### src/crs_cfg.svh
// constants for the contactless reader command sequencer
`ifndef CRS_CFG_SVH
`define CRS_CFG_SVH

// ************************************************************
// timing
// ************************************************************
`define CRS_CLK_PERIOD_NS 10
`define CRS_TICK_NS 10000
`define CRS_TICK_CYCLES (`CRS_TICK_NS / `CRS_CLK_PERIOD_NS)
`define CRS_ACT_BASE_US 2420
`define CRS_ACT_SLOT_US 1210
`define CRS_EXCH_UNIT_US 400
`define CRS_POLL_UNIT_US 150000
`define CRS_ACT_BASE_TICKS (`CRS_ACT_BASE_US * 1000 / `CRS_TICK_NS)
`define CRS_ACT_SLOT_TICKS (`CRS_ACT_SLOT_US * 1000 / `CRS_TICK_NS)
`define CRS_EXCH_UNIT_TICKS (`CRS_EXCH_UNIT_US * 1000 / `CRS_TICK_NS)
`define CRS_POLL_UNIT_TICKS (`CRS_POLL_UNIT_US * 1000 / `CRS_TICK_NS)

// ************************************************************
// reset values and limits
// ************************************************************
`define CRS_EXCH_TO_RST 8'h80
`define CRS_RETRY_RST 8'hFF
`define CRS_FOREVER 8'hFF
`define CRS_MAX_MODES 4'hF

// ************************************************************
// command codes, items, status, mode bytes
// ************************************************************
`define CRS_OP_EXCH 8'h40
`define CRS_OP_DESEL 8'h44
`define CRS_OP_LIST 8'h4A
`define CRS_OP_REL 8'h52
`define CRS_OP_JUMP 8'h56
`define CRS_OP_CFG 8'h3A
`define CRS_OP_POLL 8'h5E
`define CRS_ITEM_TIMEOUT 8'h02
`define CRS_ITEM_RETRY 8'h05
`define CRS_ST_OK 8'h00
`define CRS_ST_FAIL 8'h01
`define CRS_MODE_POLL212 8'h11
`define CRS_MODE_POLL424 8'h12

`endif

### src/crs_pkg.sv
// types shared by the sequencer files
package crs_pkg;
  typedef enum logic [2:0] {
    S_IDLE = 3'b000,
    S_DISP = 3'b001,
    S_SEARCH = 3'b010,
    S_PWAIT = 3'b011,
    S_XWAIT = 3'b100,
    S_XRELAY = 3'b101,
    S_SEND = 3'b110
  } crs_state_t;

  typedef struct packed {
    logic [7:0] data;
    logic last;
  } crs_beat_t;

  typedef struct packed {
    logic [15:0] atqa;
    logic [31:0] uid;
  } crs_card_t;
endpackage

### src/crs_sequencer.sv
// reader-side command sequencer for a contactless transceiver
`include "crs_cfg.svh"

module crs_sequencer #(
  parameter int TICK_CYCLES = `CRS_TICK_CYCLES
) (
  input wire logic core_clk_in,
  input wire logic resetn_in,
  input wire crs_pkg::crs_beat_t host_beat_in,
  input wire logic host_valid_in,
  output logic host_ready_out,
  output crs_pkg::crs_beat_t rsp_beat_out,
  output logic rsp_valid_out,
  output logic rf_search_out,
  output logic [7:0] rf_type_out,
  output logic [7:0] rf_mode_out,
  input wire logic rf_found_in,
  input wire crs_pkg::crs_card_t rf_card_in,
  output logic rf_halt_out,
  output logic [1:0] rf_halt_tgt_out,
  output crs_pkg::crs_beat_t rf_tx_beat_out,
  output logic rf_tx_valid_out,
  input wire crs_pkg::crs_beat_t rf_rx_beat_in,
  input wire logic rf_rx_valid_in,
  output logic rf_rx_ready_out,
  output logic [1:0] target_active_out,
  output logic busy_out
);
  import crs_pkg::*;

  crs_state_t state;
  logic [7:0] op, idx, list_type, cfg_item, retry_lim, retry_rem, exch_to, rounds, period, b1;
  logic [7:0] rsp_code, mode_q, send_byte;
  logic [3:0] time_slot_count, nmodes, mode_idx;
  logic [1:0] want, nfound;
  logic bad_tgt, is_poll, card_fmt, relay, pw_first, tmr_load, accept, tdone, polled;
  logic found_done, retry_ok, mode_we;
  logic [4:0] pos, len, k;
  logic [23:0] tmr, tmr_val, act_ticks;
  logic [15:0] presc;
  logic tick;
  logic [55:0] recv;
  crs_card_t card [2];

  // ************************************************************
  // timebase and timeout counter
  // ************************************************************
  // 10 us ticks keep the long timeouts in a narrow counter
  assign tick = (presc == 16'(TICK_CYCLES - 1));
  assign tdone = (tmr == 24'h0) && !tmr_load;
  assign act_ticks = 24'(`CRS_ACT_BASE_TICKS + (int'(time_slot_count) + 1) * `CRS_ACT_SLOT_TICKS);

  always_ff @(posedge core_clk_in or negedge resetn_in) begin
    if (!resetn_in) begin
      presc <= 16'h0000;
    end else begin
      presc <= tick ? 16'h0000 : presc + 16'h0001;
    end
  end

  always_ff @(posedge core_clk_in or negedge resetn_in) begin
    if (!resetn_in) begin
      tmr <= 24'h000000;
    end else if (tmr_load) begin
      tmr <= tmr_val;
    end else if (tick && (tmr != 24'h0)) begin
      tmr <= tmr - 24'h000001;
    end
  end

  // ************************************************************
  // polling mode store
  // ************************************************************
  // at most fifteen modes kept
  assign mode_we = accept && (state == S_IDLE) && (op == `CRS_OP_POLL) && (idx >= 8'h03)
    && (nmodes < `CRS_MAX_MODES);

  crs_byte_mem #(.DEPTH(15), .AW(4)) u_modes (
    .clk_in(core_clk_in),
    .resetn_in(resetn_in),
    .we_in(mode_we),
    .waddr_in(nmodes),
    .wdata_in(host_beat_in.data),
    .raddr_in(mode_idx),
    .rdata_out(mode_q)
  );

  // ************************************************************
  // decisions and answer bytes
  // ************************************************************
  assign accept = host_valid_in && host_ready_out;
  // polled card type stops after one card
  assign polled = (mode_q == `CRS_MODE_POLL212) || (mode_q == `CRS_MODE_POLL424);
  // other poll types keep going until a second target
  assign found_done = is_poll ? (nfound == 2'd1 || polled) : ((nfound + 2'd1) >= want);
  // retry only while the limit exceeds one
  assign retry_ok = (retry_rem == `CRS_FOREVER) || (retry_rem > 8'h01);
  assign len = card_fmt ? 5'(2 + 7 * int'(nfound)) : ((op == `CRS_OP_JUMP) ? 5'd3 : 5'd2);

  always_comb begin
    k = (pos >= 5'd9) ? pos - 5'd9 : pos - 5'd2;
    recv = (pos >= 5'd9) ? {8'h02, card[1]} : {8'h01, card[0]};
    if (pos == 5'd0) begin
      send_byte = rsp_code;
    end else if (pos == 5'd1) begin
      send_byte = b1;
    end else if (!card_fmt) begin
      send_byte = 8'h01;
    end else begin
      send_byte = 8'(recv >> (8 * (6 - int'(k))));
    end
  end

  // ************************************************************
  // command state machine
  // ************************************************************
  always_ff @(posedge core_clk_in or negedge resetn_in) begin
    if (!resetn_in) begin
      state <= S_IDLE;
      {op, idx, list_type, cfg_item, rounds, period, b1, rsp_code} <= 64'h0;
      retry_lim <= `CRS_RETRY_RST;
      retry_rem <= `CRS_RETRY_RST;
      exch_to <= `CRS_EXCH_TO_RST;
      {time_slot_count, nmodes, mode_idx} <= 12'h000;
      {want, nfound, target_active_out, rf_halt_tgt_out} <= 8'h00;
      {bad_tgt, is_poll, card_fmt, relay, pw_first, tmr_load} <= 6'h00;
      {rf_search_out, rf_halt_out, rsp_valid_out, rf_tx_valid_out, rf_rx_ready_out} <= 5'h00;
      host_ready_out <= 1'b1;
      {rf_type_out, rf_mode_out} <= 16'h0000;
      rsp_beat_out <= '0;
      rf_tx_beat_out <= '0;
      tmr_val <= 24'h000000;
      pos <= 5'd0;
      card[0] <= '0;
      card[1] <= '0;
    end else begin
      tmr_load <= 1'b0;
      rf_search_out <= 1'b0;
      rf_halt_out <= 1'b0;
      rsp_valid_out <= 1'b0;
      rf_tx_valid_out <= 1'b0;
      case (state)
        S_IDLE: begin
          if (accept) begin
            idx <= (idx == 8'hFF) ? idx : idx + 8'h01;
            if (idx == 8'h00) begin
              op <= host_beat_in.data;
              {bad_tgt, time_slot_count, nmodes, list_type} <= 17'h0;
              want <= 2'd1;
            end else if (op == `CRS_OP_LIST) begin
              if (idx == 8'h01) want <= (host_beat_in.data > 8'h01) ? 2'd2 : 2'd1;
              if (idx == 8'h02) list_type <= host_beat_in.data;
              if (idx >= 8'h03) time_slot_count <= host_beat_in.data[3:0];
            end else if (op == `CRS_OP_EXCH) begin
              if (idx == 8'h01) begin
                bad_tgt <= (host_beat_in.data != {6'h00, target_active_out})
                  || (target_active_out == 2'd0);
              end else if (!bad_tgt) begin
                // payload only, framing added by the transport below
                rf_tx_valid_out <= 1'b1;
                rf_tx_beat_out <= host_beat_in;
              end
            end else if (op == `CRS_OP_CFG) begin
              if (idx == 8'h01) cfg_item <= host_beat_in.data;
              if (idx == 8'h02 && cfg_item == `CRS_ITEM_RETRY) retry_lim <= host_beat_in.data;
              if (idx == 8'h02 && cfg_item == `CRS_ITEM_TIMEOUT) exch_to <= host_beat_in.data;
            end else if (op == `CRS_OP_POLL) begin
              // count and period in 150 ms units
              if (idx == 8'h01) rounds <= host_beat_in.data;
              if (idx == 8'h02) period <= host_beat_in.data;
              if (mode_we) nmodes <= nmodes + 4'h1;
            end else if (op == `CRS_OP_JUMP) begin
              // mode byte is the only difference
              if (idx == 8'h01) rf_mode_out <= host_beat_in.data;
            end
            if (host_beat_in.last) begin
              idx <= 8'h00;
              host_ready_out <= 1'b0;
              state <= S_DISP;
            end
          end
        end
        S_DISP: begin
          nfound <= 2'd0;
          relay <= 1'b0;
          retry_rem <= retry_lim;
          rsp_code <= op + 8'h01;
          b1 <= `CRS_ST_OK;
          card_fmt <= 1'b0;
          is_poll <= (op == `CRS_OP_POLL);
          pos <= 5'd0;
          state <= S_SEND;
          if (op == `CRS_OP_LIST || op == `CRS_OP_JUMP) begin
            target_active_out <= 2'd0;
            rf_search_out <= 1'b1;
            rf_type_out <= (op == `CRS_OP_LIST) ? list_type : op;
            tmr_load <= 1'b1;
            tmr_val <= act_ticks;
            state <= S_SEARCH;
          end else if (op == `CRS_OP_EXCH) begin
            b1 <= `CRS_ST_FAIL;
            if (!bad_tgt) begin
              tmr_load <= 1'b1;
              tmr_val <= 24'(int'(exch_to) * `CRS_EXCH_UNIT_TICKS);
              state <= S_XWAIT;
            end
          end else if (op == `CRS_OP_POLL) begin
            target_active_out <= 2'd0;
            card_fmt <= 1'b1;
            b1 <= 8'h00;
            mode_idx <= 4'h0;
            pw_first <= 1'b1;
            tmr_load <= 1'b1;
            tmr_val <= 24'h0;
            if (nmodes != 4'h0) state <= S_PWAIT;
          end else if (op == `CRS_OP_REL) begin
            // nothing sent over RF, status always 00
            target_active_out <= 2'd0;
          end else if (op != `CRS_OP_DESEL && op != `CRS_OP_CFG) begin
            b1 <= `CRS_ST_FAIL;
          end
        end
        S_PWAIT: begin
          // first cycle lets the mode store deliver its byte
          pw_first <= 1'b0;
          if (!pw_first && tdone) begin
            rf_search_out <= 1'b1;
            rf_type_out <= mode_q;
            tmr_load <= 1'b1;
            tmr_val <= act_ticks;
            state <= S_SEARCH;
          end
        end
        S_SEARCH: begin
          if (rf_found_in) begin
            card[nfound[0]] <= rf_card_in;
            nfound <= nfound + 2'd1;
            // found target left ready for exchange
            target_active_out <= nfound + 2'd1;
            if (is_poll && nfound == 2'd1) begin
              rf_halt_out <= 1'b1;
              rf_halt_tgt_out <= 2'd1;
            end
          end
          if (rf_found_in && found_done) begin
            card_fmt <= (op != `CRS_OP_JUMP);
            b1 <= (op == `CRS_OP_JUMP) ? `CRS_ST_OK : {6'h00, nfound + 2'd1};
            pos <= 5'd0;
            state <= S_SEND;
          end else if (rf_found_in || tdone) begin
            if (is_poll) begin
              pw_first <= 1'b1;
              tmr_load <= 1'b1;
              tmr_val <= 24'h0;
              if (mode_idx + 4'h1 < nmodes) begin
                mode_idx <= mode_idx + 4'h1;
                state <= S_PWAIT;
              end else if (nfound == 2'd0 && !rf_found_in
                  && (rounds == `CRS_FOREVER || rounds > 8'h01)) begin
                if (rounds != `CRS_FOREVER) rounds <= rounds - 8'h01;
                mode_idx <= 4'h0;
                tmr_val <= 24'(int'(period) * `CRS_POLL_UNIT_TICKS);
                state <= S_PWAIT;
              end else begin
                b1 <= {6'h00, nfound + {1'b0, rf_found_in}};
                pos <= 5'd0;
                state <= S_SEND;
              end
            end else if (op == `CRS_OP_JUMP) begin
              b1 <= `CRS_ST_FAIL;
              pos <= 5'd0;
              state <= S_SEND;
            end else if (rf_found_in || retry_ok) begin
              if (!rf_found_in && retry_rem != `CRS_FOREVER) retry_rem <= retry_rem - 8'h01;
              rf_search_out <= 1'b1;
              tmr_load <= 1'b1;
              tmr_val <= act_ticks;
            end else begin
              // answer with what was found, maybe zero
              card_fmt <= 1'b1;
              b1 <= {6'h00, nfound};
              pos <= 5'd0;
              state <= S_SEND;
            end
          end
        end
        S_XWAIT: begin
          // status 00 once the card answers, failure on timeout
          if (rf_rx_valid_in || tdone) begin
            b1 <= rf_rx_valid_in ? `CRS_ST_OK : `CRS_ST_FAIL;
            relay <= rf_rx_valid_in;
            pos <= 5'd0;
            state <= S_SEND;
          end
        end
        S_SEND: begin
          rsp_valid_out <= 1'b1;
          rsp_beat_out.data <= send_byte;
          rsp_beat_out.last <= (pos == len - 5'd1) && !relay;
          pos <= pos + 5'd1;
          if (pos == len - 5'd1) begin
            rf_rx_ready_out <= relay;
            host_ready_out <= !relay;
            state <= relay ? S_XRELAY : S_IDLE;
          end
        end
        S_XRELAY: begin
          if (rf_rx_valid_in && rf_rx_ready_out) begin
            rsp_valid_out <= 1'b1;
            rsp_beat_out <= rf_rx_beat_in;
            if (rf_rx_beat_in.last) begin
              rf_rx_ready_out <= 1'b0;
              host_ready_out <= 1'b1;
              state <= S_IDLE;
            end
          end
        end
        default: state <= S_IDLE;
      endcase
    end
  end

  always_ff @(posedge core_clk_in or negedge resetn_in) begin
    if (!resetn_in) begin
      busy_out <= 1'b0;
    end else begin
      busy_out <= (state != S_IDLE);
    end
  end
endmodule

### src/crs_byte_mem.sv
// small byte memory with registered read data
module crs_byte_mem #(
  parameter int DEPTH = 15,
  parameter int AW = 4
) (
  input wire logic clk_in,
  input wire logic resetn_in,
  input wire logic we_in,
  input wire logic [AW-1:0] waddr_in,
  input wire logic [7:0] wdata_in,
  input wire logic [AW-1:0] raddr_in,
  output logic [7:0] rdata_out
);
  logic [7:0] mem [DEPTH];

  always_ff @(posedge clk_in) begin
    if (we_in && (int'(waddr_in) < DEPTH)) begin
      mem[waddr_in] <= wdata_in;
    end
  end

  always_ff @(posedge clk_in or negedge resetn_in) begin
    if (!resetn_in) begin
      rdata_out <= 8'h00;
    end else begin
      rdata_out <= mem[raddr_in];
    end
  end
endmodule

### config.mk
export PLATFORM = sky130hd
export DESIGN_NAME = crs_sequencer
export DESIGN_NICKNAME = d
export VERILOG_FILES = /design/src/crs_pkg.sv /design/src/crs_sequencer.sv /design/src/crs_byte_mem.sv
export VERILOG_INCLUDE_DIRS = /design/src
export SDC_FILE = /design/constraint.sdc
export NUM_CORES = 1
export LEC_CHECK = 0
export ABC_AREA = 1
export ABC_CLOCK_PERIOD_IN_PS = 7600
export BUFFER_PORTS_ARGS = -buffer_cell sky130_fd_sc_hd__buf_4
export CORE_ASPECT_RATIO = 1.1
export CORE_UTILIZATION = 45
export CTS_BUF_LIST = sky130_fd_sc_hd__clkbuf_8 sky130_fd_sc_hd__clkbuf_16
export CTS_CLUSTER_DIAMETER = 30
export DETAILED_ROUTE_END_ITERATION = 8
export GPL_ROUTABILITY_DRIVEN = 1
export GPL_TIMING_DRIVEN = 0
export PLACE_DENSITY = 0.73
export SLEW_MARGIN = 20
export SYNTH_ARGS = -nofsm -noshare
export SYNTH_HDL_FRONTEND = slang
export SYNTH_SLANG_ARGS = --single-unit
export TNS_END_PERCENT = 100
### constraint.sdc
create_clock -name core_clk_in -period 7.6 [get_ports core_clk_in]
set_input_delay 0.38 -clock core_clk_in [delete_from_list [all_inputs] [get_ports core_clk_in]]
set_output_delay 0.38 -clock core_clk_in [all_outputs]
set_load 0.02 [all_outputs]
==> reports/results.txt <==
Status - complete, no violations
Clock latency on the worst-skew pair - 0.66 ns
GPL Wtd Cong - 0.9693
Post-cts resize count - 0
Die area - 54930 um2
Slowest CP cell - xor2_1
Primary FF master, synth - dfrtp_1
Residual DRC - 0
Sink Count - 442
Synth async-reset ratio - 72.85%
Area delta synth->final - 22.44%
Unrepaired setup endpoints after global routing - false
Synth Area per Inst - 8.576 um2
Number of I/O pins - 116
Die Ht - 245.7 um
Longest Clk Path Bufs - 3
Max-slew violations - 0
Fin area - 29750 um2
YS warnings - 0
Largest net degree at the start of global routing - 90
Most frequent CP cell - inv_1
GRT Overall Usage - 24.69%
Hold-fix buffers, CTS - 9
N_diodes - 0
Core Region - 52850 um2
DR vias - 20696
Width of the die - 223.5 um
Vias in the first global route - 20519
Routed wire per std cell - 17.42 um
Max Fclk - 229.6 MHz
WL final - 66.52 mm
Row cnt - 88
Seq/Total Area, Yosys - 48.09%
Fin nets - 3287
EDFF count, synth - 120
Slew HR - 38.28%
Initial antenna violation count - 1
CTS tree - yes
# Post-CTS Setup Buffers - 0
Placement Setup Slack - 3.286 ns
CP Capture Type - flop
Setup WS post-layout - 3.245 ns
Maximum vdd drop - 0.2535 mV
Grt total ovfl - 0
Critical path arrival - 4.84 ns
Final ANT Viol Nets - 0
Share of cells above drive strength 1 - 13.39%
Syn Inst Count - 2833
Final hold vios - 0
PD cells - 237.0 nW/um2
Reg clk slew, reported paths - 0.05 ns
Syn Nets - 3060
Clock buffer count from CTS - 99
Post-DP HPWL - 46.57 mm
Final period util - 57.31%
Slowest cell delay on critical path - 0.64 ns
Critical path startpoint category - flop
Hold Path Class - in -> reg
Slew @ Worst Pin - 0.9225 ns
Initial core utilization - 45.97%
Drt pass-1 iters - 6
Leak Pwr - 13.95 nW
Skew final - 0.06810 ns
Post-synthesis sequential element count - 442
DP Area - 26090 um2
Critical path class - reg -> reg
Setup TNS - 0 ns
First-pass GRT wire length - 107.2 mm
Post-Syn Area - 24300 um2
Final setup fails - 0
PortBufs - 114
Vias/cell - 5.419
Worst Path Required - 8.08 ns
Layout Utilization - 56.29%
Fin crit period - 4.355 ns
Root Buffer - clkbuf_16
Max cap viols - 0
Crit path cell chain - clkbuf_1 -> nand2_1 -> xor2_1 -> fa_1 -> inv_1 -> ha_1 -> inv_1 -> fa_1 -> inv_1 -> ha_1 -> nand2_1 -> inv_1 -> a21boi_0 -> nor2_1 -> nor2_1 -> nor2_1 -> o21ai_0 -> o2111ai_1 -> o21ai_0 -> inv_1
Netlist cell types - 68
H-tree depth - 3
Detailed Route Iter0 Violations - 1711
Hold WS - 0.02526 ns
Critical Path Fanout Max - 10
[metal layers]
layer | wire length (um) | global-route usage (%) | vias up
met5 | 11 | 0 | -
met4 | 2754 | 12.47 | 2
met3 | 4730 | 4.768 | 172
met2 | 31190 | 40.61 | 764
met1 | 27830 | 31.04 | 9861
li1 | - | - | 9897
[metrics by stage]
stage / power [mW] / cells
5_1_grt: 7.228 / 3819
4_1_cts: 7.091 / 3819
6_report: 7.049 / 3819
3_5_place_dp: 2.603 / 3625
3_3_place_gp: 2.597 / 3622
2_1_floorplan: 2.504 / 2833
[path summary, 6_finish.rpt]
path                                     from  slack (ns)  cells past startpoint            endpoint
min in group asynchronous           resetn_in        0.31                      2  rf_halt_tgt_out[0]
min                            rf_card_in[13]        0.03                      3            card[13]
max in group asynchronous           resetn_in        5.97                      4          exch_to[7]
max reg2reg                time_slot_count[0]        3.24                     20         tmr_val[12]
min reg2reg                          presc[0]        0.46                      1            presc[0]
max                        time_slot_count[0]        3.24                     20         tmr_val[12]
[flip-flops by register name (all words and copies together) (netlist names), 9 cells and up]
register and count:
rf_tx_beat_out 9, u_modes.mem 120, card 96, presc 16
tmr 24, rsp_beat_out 9, tmr_val 22
[cell families after synthesis]
group | after synthesis | share of synthesized area (%)
and+or+nand+nor | 1121 | 19.56
AOI/OAI and AO/OA | 606 | 13.92
buffers and inverters | 444 | 7.230
DFF | 442 | 48.09
adders and majority gates | 156 | 8.899
xor gates and xnor gates | 62 | 2.235
other | 1 | 0.01543
muxes | 1 | 0.04635
[critical path: cells and delay by family, from the launching register on]
kind                     cells  cell delay (ns)
AO/OA/AOI/OAI                4             0.65
XOR/XNOR                     1             0.64
adder cells (fa/ha/maj)      4             1.51
buffers and inverters        6             0.63
flip-flops                   1             0.34
AND/OR/NAND/NOR              5             0.42
[final cells by class]
type	count	area, um2
timing repair buffer	126	1036
tap	675	844.6
sequential	442	11680
inverter	342	1286
multi-input combinational	1947	10860
fill	4611	23100
buffer	102	470.5
clock buffer	109	2638
clock inverter	76	934.6
[cell usage in the layout, fill, tap and decap left out, types with 22 or more instances in the layout]
cell type / count
inv_2: 22
nand2_1: 662
ha_1: 128
xor2_1: 42
clkbuf_1: 66
nand4_1: 26
nand3_1: 114
a21oi_1: 116
inv_1: 321
nor3_1: 30
nor2_1: 223
dfrtp_1: 304
buf_4: 122
fa_1: 28
o211ai_1: 28
clkbuf_16: 101
edfxtp_1: 120
o21ai_0: 354
o221ai_1: 23
[cells in the mapped netlist (9+ instances only)]
| library cell | number | area [um2] |
|---|---|---|
| a21oi_1 | 116 | 580.6 |
| a31oi_1 | 11 | 68.82 |
| buf_2 | 18 | 90.09 |
| buf_4 | 9 | 67.56 |
| clkbuf_1 | 66 | 247.7 |
| dfrtp_1 | 304 | 7607 |
| dfstp_2 | 18 | 473.0 |
| edfxtp_1 | 120 | 3603 |
| fa_1 | 28 | 560.5 |
| ha_1 | 128 | 1602 |
| inv_1 | 316 | 1186 |
| inv_2 | 22 | 82.58 |
| nand2_1 | 662 | 2485 |
| nand2_2 | 9 | 56.30 |
| nand3_1 | 114 | 570.6 |
| nand4_1 | 26 | 162.7 |
| nor2_1 | 223 | 837.1 |
| nor2_2 | 11 | 68.82 |
| nor3_1 | 30 | 150.1 |
| nor4_1 | 11 | 68.82 |
| o211ai_1 | 28 | 210.2 |
| o21ai_0 | 354 | 1772 |
| o21ai_1 | 18 | 90.09 |
| o221ai_1 | 23 | 201.4 |
| o22ai_1 | 18 | 112.6 |
| xnor2_1 | 20 | 175.2 |
| xor2_1 | 42 | 367.9 |
[report_power, final]
group	total (mW)	internal (mW)	leakage, nW	switching (mW)
Sequential	2.45	2.45	5.30	0.000103
Clock	4.48	3.03	1.74	1.46
Combinational	0.118	0.0355	6.91	0.0822
Note: power is estimated with default switching activity, not from simulation.
